<file path="src/core/ctb_map.vh">
// constants and register map of the cut-through ethernet port bridge
// Behaviour
// - receive logic runs on recovered receive clock edges
// - receiver flags payload bits for encryption
// - transmitter emits 802.3 frames, cut short when the source port sees a collision
// - no frame store; abandon frame on collision
// - 64-bit buffer preloaded with preamble and delimiter
// - buffer carries checksum; send 32 bits after payload
// - port to port delay is 72 bit times
// - forward every bit even while opposite port receives
// - always regenerate full standard-length preamble
// - checksum generation off; received checksum carried encrypted
// - payload bytes XORed with key byte
// - receiver ports: collision, carrier, data, clock in
// - transmitter ports: clock, stream, checksum in; data, enable
// - checksum generator reads outgoing serial stream
// - two receivers, transmitters, checksum generators
// - transmit enable high while sending serial data
// - receiver starts frame at the delimiter that follows the preamble once carrier is sensed
`ifndef CTB_MAP_VH
`define CTB_MAP_VH

// frame layout, in bits and bytes
`define CTB_TX_BUF_BITS 64
`define CTB_LATENCY_BITS 72
`define CTB_STAGE_BITS (`CTB_LATENCY_BITS - `CTB_TX_BUF_BITS)
`define CTB_HDR_BITS 14'd96
`define CTB_LEN_BITS 14'd16
`define CTB_CRC_BITS 14'd32
`define CTB_MIN_PAY_BYTES 11'd48
`define CTB_MAX_LENGTH 16'd1500
`define CTB_SFD_PATTERN 8'hab
`define CTB_TX_PRELOAD 64'haaaaaaaaaaaaaaab
`define CTB_CRC_POLY 32'h04c11db7
`define CTB_CRC_INIT 32'hffffffff

// pin sampling: bit order of the synchroniser vector
`define CTB_PIN_COUNT 10
`define CTB_PIN_TXC 0
`define CTB_PIN_RXC 2
`define CTB_PIN_RXD 4
`define CTB_PIN_CRS 6
`define CTB_PIN_COL 8
`define CTB_PIN_RST 10'h0c0

// register map, byte addresses
`define CTB_REG_CTRL 8'h00
`define CTB_REG_KEY 8'h04
`define CTB_REG_STATUS 8'h08
`define CTB_REG_FRAMES_A 8'h0c
`define CTB_REG_FRAMES_B 8'h10
`define CTB_REG_ABORTS 8'h14
`define CTB_CTRL_ENC 0
`define CTB_CTRL_CRC 1
`define CTB_CTRL_RST 2'b01
`define CTB_KEY_RST 8'h00
`define CTB_CNT_RST 16'h0000
`define CTB_RESP_OKAY 2'b00
`define CTB_RESP_SLVERR 2'b10

`endif

</file>
<file path="src/core/ctb_bridge.v">
// top of the two-port cut-through bridge with checksum generators
//
// Design decisions made here: register access over AXI4-Lite and the placing of the registers.
`timescale 1ns/1ps
`default_nettype none
`include "ctb_map.vh"

// =============================================================
// serial checksum generator
module ctb_crc (
    input wire clk,
    input wire srst,
    input wire feedEn,
    input wire feedBit,
    input wire clear,
    output wire [31:0] crcValue
);
    reg [31:0] crc;
    wire [31:0] base = clear ? `CTB_CRC_INIT : crc;
    wire feedback = base[31] ^ feedBit;

    assign crcValue = ~crc;

    always @(posedge clk) begin
        if (srst) begin
            crc <= `CTB_CRC_INIT;
        end else if (feedEn) begin
            crc <= {base[30:0], 1'b0} ^
                (feedback ? `CTB_CRC_POLY : 32'h00000000);
        end
    end
endmodule

// =============================================================
// bridge top
module ctb_bridge (
    // clock and reset
    input wire clk,
    input wire srst,
    // register bus
    input wire [7:0] awaddr,
    input wire awvalid,
    output reg awready,
    input wire [31:0] wdata,
    input wire [3:0] wstrb,
    input wire wvalid,
    output reg wready,
    output reg [1:0] bresp,
    output reg bvalid,
    input wire bready,
    input wire [7:0] araddr,
    input wire arvalid,
    output reg arready,
    output reg [31:0] rdata,
    output reg [1:0] rresp,
    output reg rvalid,
    input wire rready,
    // port a
    input wire lineTxClockA,
    input wire recoveredRxClockA,
    input wire rxDataA,
    input wire carrierSenseNA,
    input wire collisionA,
    output wire lineTxDataA,
    output wire lineTxEnableA,
    // port b
    input wire lineTxClockB,
    input wire recoveredRxClockB,
    input wire rxDataB,
    input wire carrierSenseNB,
    input wire collisionB,
    output wire lineTxDataB,
    output wire lineTxEnableB
);
    localparam NP = `CTB_PIN_COUNT;

    // =========================================================
    // pin synchronisers and edge finding
    reg [NP-1:0] s1;
    reg [NP-1:0] s2;
    reg [NP-1:0] s3;
    reg [NP-1:0] filt;
    integer i;

    wire [NP-1:0] pins = {collisionB, collisionA,
        carrierSenseNB, carrierSenseNA, rxDataB, rxDataA,
        recoveredRxClockB, recoveredRxClockA, lineTxClockB, lineTxClockA};
    wire [NP-1:0] rise = (~(s2 ^ s3)) & s3 & ~filt;

    always @(posedge clk) begin
        if (srst) begin
            s1 <= `CTB_PIN_RST;
            s2 <= `CTB_PIN_RST;
            s3 <= `CTB_PIN_RST;
            filt <= `CTB_PIN_RST;
        end else begin
            s1 <= pins;
            s2 <= s1;
            s3 <= s2;
            for (i = 0; i < NP; i = i + 1) begin
                if (s2[i] == s3[i]) begin
                    filt[i] <= s3[i];
                end
            end
        end
    end

    wire txTickA = rise[`CTB_PIN_TXC];
    wire txTickB = rise[`CTB_PIN_TXC + 1];
    wire rxTickA = rise[`CTB_PIN_RXC];
    wire rxTickB = rise[`CTB_PIN_RXC + 1];

    // =========================================================
    // control registers
    reg [1:0] ctrl;
    reg [7:0] key;
    reg [15:0] framesA;
    reg [15:0] framesB;
    reg [15:0] aborts;

    wire encEnable = ctrl[`CTB_CTRL_ENC];
    wire crcEnable = ctrl[`CTB_CTRL_CRC];

    // =========================================================
    // receivers
    wire recvDataA;
    wire recvFrameA;
    wire recvPayloadA;
    wire [2:0] recvIdxA;
    wire recvAbortA;
    wire recvStartA;
    wire recvDataB;
    wire recvFrameB;
    wire recvPayloadB;
    wire [2:0] recvIdxB;
    wire recvAbortB;
    wire recvStartB;

    ctb_rx rxA (
        .clk(clk),
        .srst(srst),
        .bitTick(rxTickA),
        .rxBit(filt[`CTB_PIN_RXD]),
        .carrierSenseN(filt[`CTB_PIN_CRS]),
        .collision(filt[`CTB_PIN_COL]),
        .keepRxCrc(~crcEnable),
        .recvData(recvDataA),
        .recvFrame(recvFrameA),
        .recvPayload(recvPayloadA),
        .recvBitIdx(recvIdxA),
        .recvAbort(recvAbortA),
        .recvStart(recvStartA)
    );

    ctb_rx rxB (
        .clk(clk),
        .srst(srst),
        .bitTick(rxTickB),
        .rxBit(filt[`CTB_PIN_RXD + 1]),
        .carrierSenseN(filt[`CTB_PIN_CRS + 1]),
        .collision(filt[`CTB_PIN_COL + 1]),
        .keepRxCrc(~crcEnable),
        .recvData(recvDataB),
        .recvFrame(recvFrameB),
        .recvPayload(recvPayloadB),
        .recvBitIdx(recvIdxB),
        .recvAbort(recvAbortB),
        .recvStart(recvStartB)
    );

    // =========================================================
    // payload cipher, each port feeds the opposite transmitter
    wire sendToB = recvDataA ^
        (encEnable & recvPayloadA & key[recvIdxA]);
    wire sendToA = recvDataB ^
        (encEnable & recvPayloadB & key[recvIdxB]);

    // =========================================================
    // checksum generators and transmitters
    wire [31:0] crcA;
    wire [31:0] crcB;
    wire feedBitA;
    wire feedEnA;
    wire clearA;
    wire feedBitB;
    wire feedEnB;
    wire clearB;

    ctb_crc crcGenA (
        .clk(clk),
        .srst(srst),
        .feedEn(feedEnA),
        .feedBit(feedBitA),
        .clear(clearA),
        .crcValue(crcA)
    );

    ctb_crc crcGenB (
        .clk(clk),
        .srst(srst),
        .feedEn(feedEnB),
        .feedBit(feedBitB),
        .clear(clearB),
        .crcValue(crcB)
    );

    ctb_tx txA (
        .clk(clk),
        .srst(srst),
        .bitTick(txTickA),
        .sendData(sendToA),
        .sendFrame(recvFrameB),
        .abort(recvAbortB),
        .crcEnable(crcEnable),
        .crcValue(crcA),
        .lineTxData(lineTxDataA),
        .lineTxEnable(lineTxEnableA),
        .crcFeedBit(feedBitA),
        .crcFeedEn(feedEnA),
        .crcClear(clearA)
    );

    ctb_tx txB (
        .clk(clk),
        .srst(srst),
        .bitTick(txTickB),
        .sendData(sendToB),
        .sendFrame(recvFrameA),
        .abort(recvAbortA),
        .crcEnable(crcEnable),
        .crcValue(crcB),
        .lineTxData(lineTxDataB),
        .lineTxEnable(lineTxEnableB),
        .crcFeedBit(feedBitB),
        .crcFeedEn(feedEnB),
        .crcClear(clearB)
    );

    // =========================================================
    // event counters
    always @(posedge clk) begin
        if (srst) begin
            framesA <= `CTB_CNT_RST;
            framesB <= `CTB_CNT_RST;
            aborts <= `CTB_CNT_RST;
        end else begin
            framesA <= framesA + {15'h0000, recvStartA};
            framesB <= framesB + {15'h0000, recvStartB};
            aborts <= aborts + {15'h0000, recvAbortA} +
                {15'h0000, recvAbortB};
        end
    end

    // =========================================================
    // register bus slave
    reg [7:0] awAddr;
    reg awHeld;
    reg [31:0] wData;
    reg [3:0] wStrb;
    reg wHeld;
    reg [31:0] readValue;
    reg readHit;

    always @* begin
        readValue = 32'h00000000;
        readHit = 1'b1;
        case (araddr)
            `CTB_REG_CTRL: readValue = {30'h00000000, ctrl};
            `CTB_REG_KEY: readValue = {24'h000000, key};
            `CTB_REG_STATUS: readValue = {28'h0000000, lineTxEnableB,
                lineTxEnableA, recvFrameB, recvFrameA};
            `CTB_REG_FRAMES_A: readValue = {16'h0000, framesA};
            `CTB_REG_FRAMES_B: readValue = {16'h0000, framesB};
            `CTB_REG_ABORTS: readValue = {16'h0000, aborts};
            default: readHit = 1'b0;
        endcase
    end

    always @(posedge clk) begin
        if (srst) begin
            awready <= 1'b0;
            wready <= 1'b0;
            bvalid <= 1'b0;
            bresp <= `CTB_RESP_OKAY;
            arready <= 1'b0;
            rvalid <= 1'b0;
            rresp <= `CTB_RESP_OKAY;
            rdata <= 32'h00000000;
            awAddr <= 8'h00;
            awHeld <= 1'b0;
            wData <= 32'h00000000;
            wStrb <= 4'h0;
            wHeld <= 1'b0;
            ctrl <= `CTB_CTRL_RST;
            key <= `CTB_KEY_RST;
        end else begin
            if (awvalid && awready) begin
                awAddr <= awaddr;
                awHeld <= 1'b1;
                awready <= 1'b0;
            end else begin
                awready <= !awHeld && !bvalid;
            end
            if (wvalid && wready) begin
                wData <= wdata;
                wStrb <= wstrb;
                wHeld <= 1'b1;
                wready <= 1'b0;
            end else begin
                wready <= !wHeld && !bvalid;
            end
            if (awHeld && wHeld && !bvalid) begin
                awHeld <= 1'b0;
                wHeld <= 1'b0;
                bvalid <= 1'b1;
                bresp <= `CTB_RESP_OKAY;
                if (awAddr == `CTB_REG_CTRL) begin
                    if (wStrb[0]) begin
                        ctrl <= wData[1:0];
                    end
                end else if (awAddr == `CTB_REG_KEY) begin
                    if (wStrb[0]) begin
                        key <= wData[7:0];
                    end
                end else if (awAddr != `CTB_REG_STATUS &&
                    awAddr != `CTB_REG_FRAMES_A &&
                    awAddr != `CTB_REG_FRAMES_B &&
                    awAddr != `CTB_REG_ABORTS) begin
                    bresp <= `CTB_RESP_SLVERR;
                end
            end else if (bvalid && bready) begin
                bvalid <= 1'b0;
            end
            if (arvalid && arready) begin
                arready <= 1'b0;
                rvalid <= 1'b1;
                rdata <= readValue;
                rresp <= readHit ? `CTB_RESP_OKAY : `CTB_RESP_SLVERR;
            end else if (rvalid && rready) begin
                rvalid <= 1'b0;
            end else begin
                arready <= !rvalid;
            end
        end
    end
endmodule
`default_nettype wire

</file>
<file path="src/core/ctb_rx.v">
// serial receive interface: frame and payload marking
`timescale 1ns/1ps
`default_nettype none
`include "ctb_map.vh"
module ctb_rx (
    // clock and reset
    input wire clk,
    input wire srst,
    // sampled line side
    input wire bitTick,
    input wire rxBit,
    input wire carrierSenseN,
    input wire collision,
    input wire keepRxCrc,
    // marked stream
    output reg recvData,
    output reg recvFrame,
    output reg recvPayload,
    output reg [2:0] recvBitIdx,
    output reg recvAbort,
    output reg recvStart
);
    localparam IDLE = 3'd0;
    localparam PRE = 3'd1;
    localparam HDR = 3'd2;
    localparam LEN = 3'd3;
    localparam PAY = 3'd4;
    localparam TAIL = 3'd5;

    reg [2:0] state;
    reg [13:0] cnt;
    reg [7:0] preSh;
    reg [15:0] lenSh;
    reg [2:0] payIdx;
    reg untilCarrier;

    // =========================================================
    // length decode
    wire [15:0] nextLen = {rxBit, lenSh[15:1]};
    wire [15:0] lenVal = {nextLen[7:0], nextLen[15:8]};
    wire [10:0] payBytes = (lenVal < {5'h00, `CTB_MIN_PAY_BYTES}) ?
        `CTB_MIN_PAY_BYTES : lenVal[10:0];
    wire [13:0] payBits = {payBytes, 3'b000} +
        (keepRxCrc ? `CTB_CRC_BITS : 14'd0) - 14'd1;
    wire inFrame = (state == HDR) || (state == LEN) || (state == PAY);
    wire [7:0] nextPre = {preSh[6:0], rxBit};

    // =========================================================
    // receive sequence
    always @(posedge clk) begin
        if (srst) begin
            state <= IDLE;
            cnt <= 14'd0;
            preSh <= 8'h00;
            lenSh <= 16'h0000;
            payIdx <= 3'd0;
            untilCarrier <= 1'b0;
            recvData <= 1'b0;
            recvFrame <= 1'b0;
            recvPayload <= 1'b0;
            recvBitIdx <= 3'd0;
            recvAbort <= 1'b0;
            recvStart <= 1'b0;
        end else begin
            recvAbort <= 1'b0;
            recvStart <= 1'b0;
            if (carrierSenseN) begin
                state <= IDLE;
                recvFrame <= 1'b0;
                recvPayload <= 1'b0;
            end else if (collision && state != IDLE && state != TAIL) begin
                state <= TAIL;
                recvFrame <= 1'b0;
                recvPayload <= 1'b0;
                recvAbort <= (state != PRE);
            end else if (bitTick) begin
                recvData <= rxBit;
                recvFrame <= inFrame;
                recvPayload <= (state == PAY);
                recvBitIdx <= (state == PAY) ? payIdx : 3'd0;
                case (state)
                    IDLE: begin
                        state <= PRE;
                        preSh <= {7'h00, rxBit};
                    end
                    PRE: begin
                        preSh <= nextPre;
                        if (nextPre == `CTB_SFD_PATTERN) begin
                            state <= HDR;
                            cnt <= `CTB_HDR_BITS - 14'd1;
                            recvStart <= 1'b1;
                        end
                    end
                    HDR: begin
                        if (cnt == 14'd0) begin
                            state <= LEN;
                            cnt <= `CTB_LEN_BITS - 14'd1;
                        end else begin
                            cnt <= cnt - 14'd1;
                        end
                    end
                    LEN: begin
                        lenSh <= nextLen;
                        if (cnt == 14'd0) begin
                            state <= PAY;
                            cnt <= payBits;
                            payIdx <= 3'd0;
                            untilCarrier <= (lenVal > `CTB_MAX_LENGTH);
                        end else begin
                            cnt <= cnt - 14'd1;
                        end
                    end
                    PAY: begin
                        payIdx <= payIdx + 3'd1;
                        if (!untilCarrier) begin
                            if (cnt == 14'd0) begin
                                state <= TAIL;
                            end else begin
                                cnt <= cnt - 14'd1;
                            end
                        end
                    end
                    TAIL: begin
                        state <= TAIL;
                    end
                    default: begin
                        state <= IDLE;
                    end
                endcase
            end
        end
    end
endmodule
`default_nettype wire

</file>
<file path="src/core/ctb_tx.v">
// serial transmit interface with preamble and checksum buffer
`timescale 1ns/1ps
`default_nettype none
`include "ctb_map.vh"
module ctb_tx (
    // clock and reset
    input wire clk,
    input wire srst,
    // outgoing stream
    input wire bitTick,
    input wire sendData,
    input wire sendFrame,
    input wire abort,
    input wire crcEnable,
    input wire [31:0] crcValue,
    // line side
    output reg lineTxData,
    output reg lineTxEnable,
    // checksum feed
    output wire crcFeedBit,
    output wire crcFeedEn,
    output wire crcClear
);
    localparam IDLE = 2'd0;
    localparam SEND = 2'd1;
    localparam CRC = 2'd2;
    localparam DRAIN = 2'd3;
    localparam ST = `CTB_STAGE_BITS;
    localparam BB = `CTB_TX_BUF_BITS;

    reg [1:0] state;
    reg [5:0] cnt;
    reg [ST-1:0] stData;
    reg [ST-1:0] stFrame;
    reg [BB-1:0] buffer;

    wire inBit = stData[ST-1];
    wire inFrame = stFrame[ST-1];

    // checksum sees the stream entering the buffer
    assign crcFeedBit = inBit;
    assign crcFeedEn = bitTick && inFrame &&
        (state == IDLE || state == SEND);
    assign crcClear = bitTick && inFrame && state == IDLE;

    // =========================================================
    // alignment stage and delay buffer
    always @(posedge clk) begin
        if (srst) begin
            state <= IDLE;
            cnt <= 6'd0;
            stData <= {ST{1'b0}};
            stFrame <= {ST{1'b0}};
            buffer <= `CTB_TX_PRELOAD;
            lineTxData <= 1'b0;
            lineTxEnable <= 1'b0;
        end else if (abort) begin
            state <= IDLE;
            stFrame <= {ST{1'b0}};
            buffer <= `CTB_TX_PRELOAD;
            lineTxData <= 1'b0;
            lineTxEnable <= 1'b0;
        end else if (bitTick) begin
            stData <= {stData[ST-2:0], sendData};
            stFrame <= {stFrame[ST-2:0], sendFrame};
            case (state)
                IDLE: begin
                    if (inFrame) begin
                        state <= SEND;
                        lineTxData <= buffer[BB-1];
                        lineTxEnable <= 1'b1;
                        buffer <= {buffer[BB-2:0], inBit};
                    end else begin
                        lineTxData <= 1'b0;
                        lineTxEnable <= 1'b0;
                        buffer <= `CTB_TX_PRELOAD;
                    end
                end
                SEND: begin
                    lineTxData <= buffer[BB-1];
                    if (inFrame) begin
                        buffer <= {buffer[BB-2:0], inBit};
                    end else if (crcEnable) begin
                        buffer <= {buffer[BB-2:0], crcValue[31]};
                        cnt <= 6'd30;
                        state <= CRC;
                    end else begin
                        buffer <= {buffer[BB-2:0], 1'b0};
                        cnt <= 6'd62;
                        state <= DRAIN;
                    end
                end
                CRC: begin
                    lineTxData <= buffer[BB-1];
                    buffer <= {buffer[BB-2:0], crcValue[cnt[4:0]]};
                    if (cnt == 6'd0) begin
                        cnt <= 6'd63;
                        state <= DRAIN;
                    end else begin
                        cnt <= cnt - 6'd1;
                    end
                end
                DRAIN: begin
                    lineTxData <= buffer[BB-1];
                    buffer <= {buffer[BB-2:0], 1'b0};
                    if (cnt == 6'd0) begin
                        state <= IDLE;
                    end else begin
                        cnt <= cnt - 6'd1;
                    end
                end
                default: begin
                    state <= IDLE;
                end
            endcase
        end
    end
endmodule
`default_nettype wire

</file>
<file path="config.mk">
export PLATFORM = sky130hd
export DESIGN_NAME = ctb_bridge
export DESIGN_NICKNAME = d
export VERILOG_FILES = /design/src/core/ctb_bridge.v /design/src/core/ctb_rx.v /design/src/core/ctb_tx.v
export VERILOG_INCLUDE_DIRS = /design/src /design/src/core
export SDC_FILE = /design/constraint.sdc
export NUM_CORES = 1
export LEC_CHECK = 0
export BUFFER_PORTS_ARGS = -buffer_cell sky130_fd_sc_hd__clkbuf_2
export CAP_MARGIN = 20
export CORE_MARGIN = 4
export CORE_UTILIZATION = 40
export CTS_CLUSTER_DIAMETER = 150
export CTS_CLUSTER_SIZE = 24
export DETAILED_ROUTE_END_ITERATION = 16
export GPL_TIMING_DRIVEN = 0
export HOLD_SLACK_MARGIN = 0.02
export PLACE_DENSITY = 0.56
export SYNTH_ARGS = -nofsm -noshare
export SYNTH_HDL_FRONTEND = slang
export SYNTH_SLANG_ARGS = --single-unit
</file>
<file path="constraint.sdc">
create_clock -name clk -period 4.15 [get_ports clk]
set_input_delay 0.83 -clock clk [delete_from_list [all_inputs] [get_ports clk]]
set_output_delay 0.83 -clock clk [all_outputs]
set_load 0.03 [all_outputs]
</file>
==> flow_metrics.py <==
metrics = {
    "yosys": {
        "synth.ff_latch_count": 486,
        "synth_edf_count": 0,
        "ys_warn_count": 0,
        "ys_types": 94,
        "synth_area_sq_mm": 0.02143,
        "ys_seq_area_frac": 0.4541,
        "syn_inst": 2536,
        "synth_area_per_cell_sq_um": 8.449,
        "ys.flop_type": "dfxtp_1",
        "ys_async_sr_fraction": 0,
    },
    "global_route": {
        "grt_pass1_vias": 17060,
        "overflow": 0,
        "grt_max_degree": 25,
        "grt_pass1_wl_um": 91230,
        "antenna_found_initial": 1,
        "grtUsageTotal": 0.1929,
    },
    "critical_path": {
        "cp_common_cell": "ha_1",
        "cpMaxStageDelayCell": "or4_1",
        "r2r_cells": 13,
        "start_kind": "flip-flop",
        "startpoint": "rxA.lenSh[5]",
        "cp_cell_sequence": "or4_1 > nor2_1 > nand3_1 > nand2_1 > ha_1 > inv_1 > ha_1 > a21oi_1 > o221ai_1 > a211oi_1 > xnor2_1 > o32ai_1 > a32o_1",
        "worstPathRequired_ns": 4.65,
        "path_buf_inv": 1,
        "path_delay_family": "simple AND/OR/NAND/NOR gates",
        "critPathArrivalTime_ns": 3.99,
        "r2r_setup_slack_ns": 0.65,
        "worstSetupEndpointType": "flip-flop",
        "cp_max_fo": 7,
        "r2r_start": "rxA.lenSh[5]",
        "timing.rr.end": "rxA.cnt[13]",
        "max_stage_delay_ns": 0.51,
        "path_class": "flip-flop to flip-flop",
    },
    "cells_and_area": {
        "layout_common_cells": "dfxtp_1, nor2_1, a21oi_1",
        "drive_gt1_frac": 0.07504,
        "area_growth_pct": 9.098,
        "mostFrequentLayoutCell": "dfxtp_1",
        "nets": 2767,
        "layoutNonFillerInstCount": 3343,
    },
    "hold_path": {
        "hold_end": "s2[6]",
        "min_path_type": "flip-flop to flip-flop",
        "hold_path_depth": 1,
        "holdCritStartpoint": "s1[6]",
    },
    "clock_tree": {
        "cts_tree": "yes",
        "clk_latency_ns": 0.59,
        "clockBufferDepth": 3,
        "htreeDepth": 1,
        "clk_transition_reported_paths_ns": 0.10,
        "root_buffer": "clkbuf_16",
        "cts_buffers": 24,
        "postCtsSetupBuffers": 0,
        "cts_resized": 0,
        "ctsHoldBuffers": 0,
        "cts_sinks": 486,
    },
    "timing": {
        "hold_viol": 0,
        "finalClockSkew_ns": 0.02485,
        "worst_pin_slew_ns": 1.087,
        "min_period_over_period": 0.8427,
        "rsz0062_at_grt": "false",
        "tns_ns": 0,
        "setup_violations": 0,
        "slew_viol_final": 0,
        "slew_headroom": 0.2756,
        "fmax_mhz": 286.0,
        "post-route-min-period_ns": 3.497,
    },
    "drt": {
        "finalWirelength_um": 57520,
        "ant_nets": 0,
        "num_vias": 18390,
        "drc_errors": 0,
        "drt-initial-drc-count": 1451,
        "viasPerCell": 5.500,
        "wire_per_inst_um": 17.21,
        "firstDrtPassIters": 6,
    },
    "power": {
        "p_per_area_mw_per_mm2": 323.6,
        "vdd_drop_max_mv": 0.2480,
        "leakagePower_nw": 8.376,
    },
    "floorplan": {
        "chipWidth_um": 239.4,
        "io_pins": 114,
        "die-area_sq_mm": 0.05733,
        "floorplan.initialDensity": 0.4061,
        "core_area_sq_mm": 0.05276,
        "rows": 84,
        "die_h_um": 239.4,
    },
    "run_status": {
        "status": "complete, no violations",
    },
    "place": {
        "io_buffers": 67,
        "routabilityCongestion": 0.8872,
        "numPlacedInstances": 3310,
        "post-dp-hpwl_um": 41930,
    },
    "flow_run": {
        "max_cap_violations": 0,
    },
}
[synth_stat cells, types with 7 or more instances]
master | n | area (sq um)
and2_1 | 13 | 81.33
nor2_1 | 368 | 1381
ha_1 | 44 | 550.5
nand2_1 | 236 | 885.9
a22oi_1 | 78 | 585.6
mux2i_1 | 32 | 320.3
o22ai_1 | 12 | 75.07
nor3_1 | 72 | 360.4
a221oi_1 | 7 | 61.31
xnor2_1 | 26 | 227.7
xor2_1 | 63 | 551.8
or2_2 | 14 | 87.58
clkbuf_1 | 143 | 536.8
a211oi_1 | 14 | 105.1
o21ai_0 | 192 | 960.9
and3_1 | 9 | 56.30
a21oi_1 | 249 | 1246
dfxtp_1 | 486 | 9729
nand4_1 | 14 | 87.58
mux4_2 | 21 | 473.0
nand3_1 | 58 | 290.3
or3_1 | 21 | 131.4
nand2b_1 | 15 | 93.84
buf_4 | 19 | 142.6
buf_1 | 10 | 37.54
a31oi_1 | 12 | 75.07
a21o_1 | 11 | 82.58
inv_1 | 58 | 217.7
a222oi_1 | 14 | 140.1
o31ai_1 | 8 | 60.06
a311oi_1 | 7 | 61.31
o21a_1 | 9 | 67.56
nor2b_1 | 46 | 287.8
nor4_1 | 17 | 106.4
[metrics by stage]
step	hold slack, ns	setup slack, ns	total power [mW]	utilization	area (sq um)
floorplan	0.3895	1.231	4.976	-	21490
global placement	0.3946	0.5305	5.084	0.4300	22690
detailed placement	0.3958	0.5785	5.087	0.4303	22700
CTS	0.4147	0.6397	7.660	0.4424	23340
global route	0.4257	0.4246	7.835	0.4429	23370
finish	0.4185	0.6529	7.564	0.4430	23370
[cell families after synthesis]
family | after synthesis | synth area share
buffers and inverters | 243 | 0.04841
multiplexers | 58 | 0.03965
adder cells (fa/ha/maj) | 47 | 0.02850
AO/OA/AOI/OAI | 682 | 0.1938
other | 1 | 0.0001750
flip-flops | 486 | 0.4541
AND/OR/NAND/NOR | 930 | 0.1990
XOR/XNOR | 89 | 0.03638
[power breakdown]
part	leakage [nW]	internal (mW)	total [mW]	switching, mW
combinational	4.13	0.0717	0.268	0.196
sequential	3.93	4.69	4.71	0.0178
clock	0.314	1.06	2.59	1.53
[state kept, by name (all words and copies together), names as in the netlist, 15 cells and up]
signal,cells
aborts,16
crcGenA.crc,32
crcGenB.crc,32
framesA,16
framesB,16
rdata,16
rxA.lenSh,15
rxB.lenSh,15
txA.buffer,64
txB.buffer,64
[worst max path at each step]
| stage | endpoint | slack, ns | cells past startpoint |
|---|---|---|---|
| after floorplan | rxA.cnt[13] | 1.23 | 13 |
| after global placement | rdata[2] | 0.53 | 6 |
| after detailed placement | rxA.preSh[6] | 0.58 | 6 |
| after CTS | rxA.cnt[13] | 0.64 | 13 |
| after global routing | rxA.cnt[13] | 0.42 | 13 |
| final | rxA.cnt[13] | 0.65 | 13 |
[routing by layer]
| layer | GRT usage | part of all wire | up-vias |
|---|---|---|---|
| met2 | 0.3092 | 0.45 | 422 |
| met4 | 0.04274 | 0.021 | 0 |
| met3 | 0.02073 | 0.043 | 71 |
| met1 | 0.2822 | 0.49 | 8804 |
| met5 | 0 | 0 | - |
| li1 | - | - | 9091 |
[cell type report]
| cell class | instances | area [sq um] |
|---|---|---|
| Fill cell | 5266 | 29390 |
| Multi-Input combinational cell | 1824 | 10730 |
| Sequential cell | 486 | 9729 |
| Tap cell | 688 | 860.8 |
| Buffer | 184 | 815.8 |
| Clock buffer | 25 | 604.3 |
| Timing Repair Buffer | 72 | 369.1 |
| Inverter | 59 | 221.5 |
| Clock inverter | 2 | 36.28 |
| Antenna cell | 3 | 7.507 |
No activity file was read; power rests on OpenSTA's default activity.
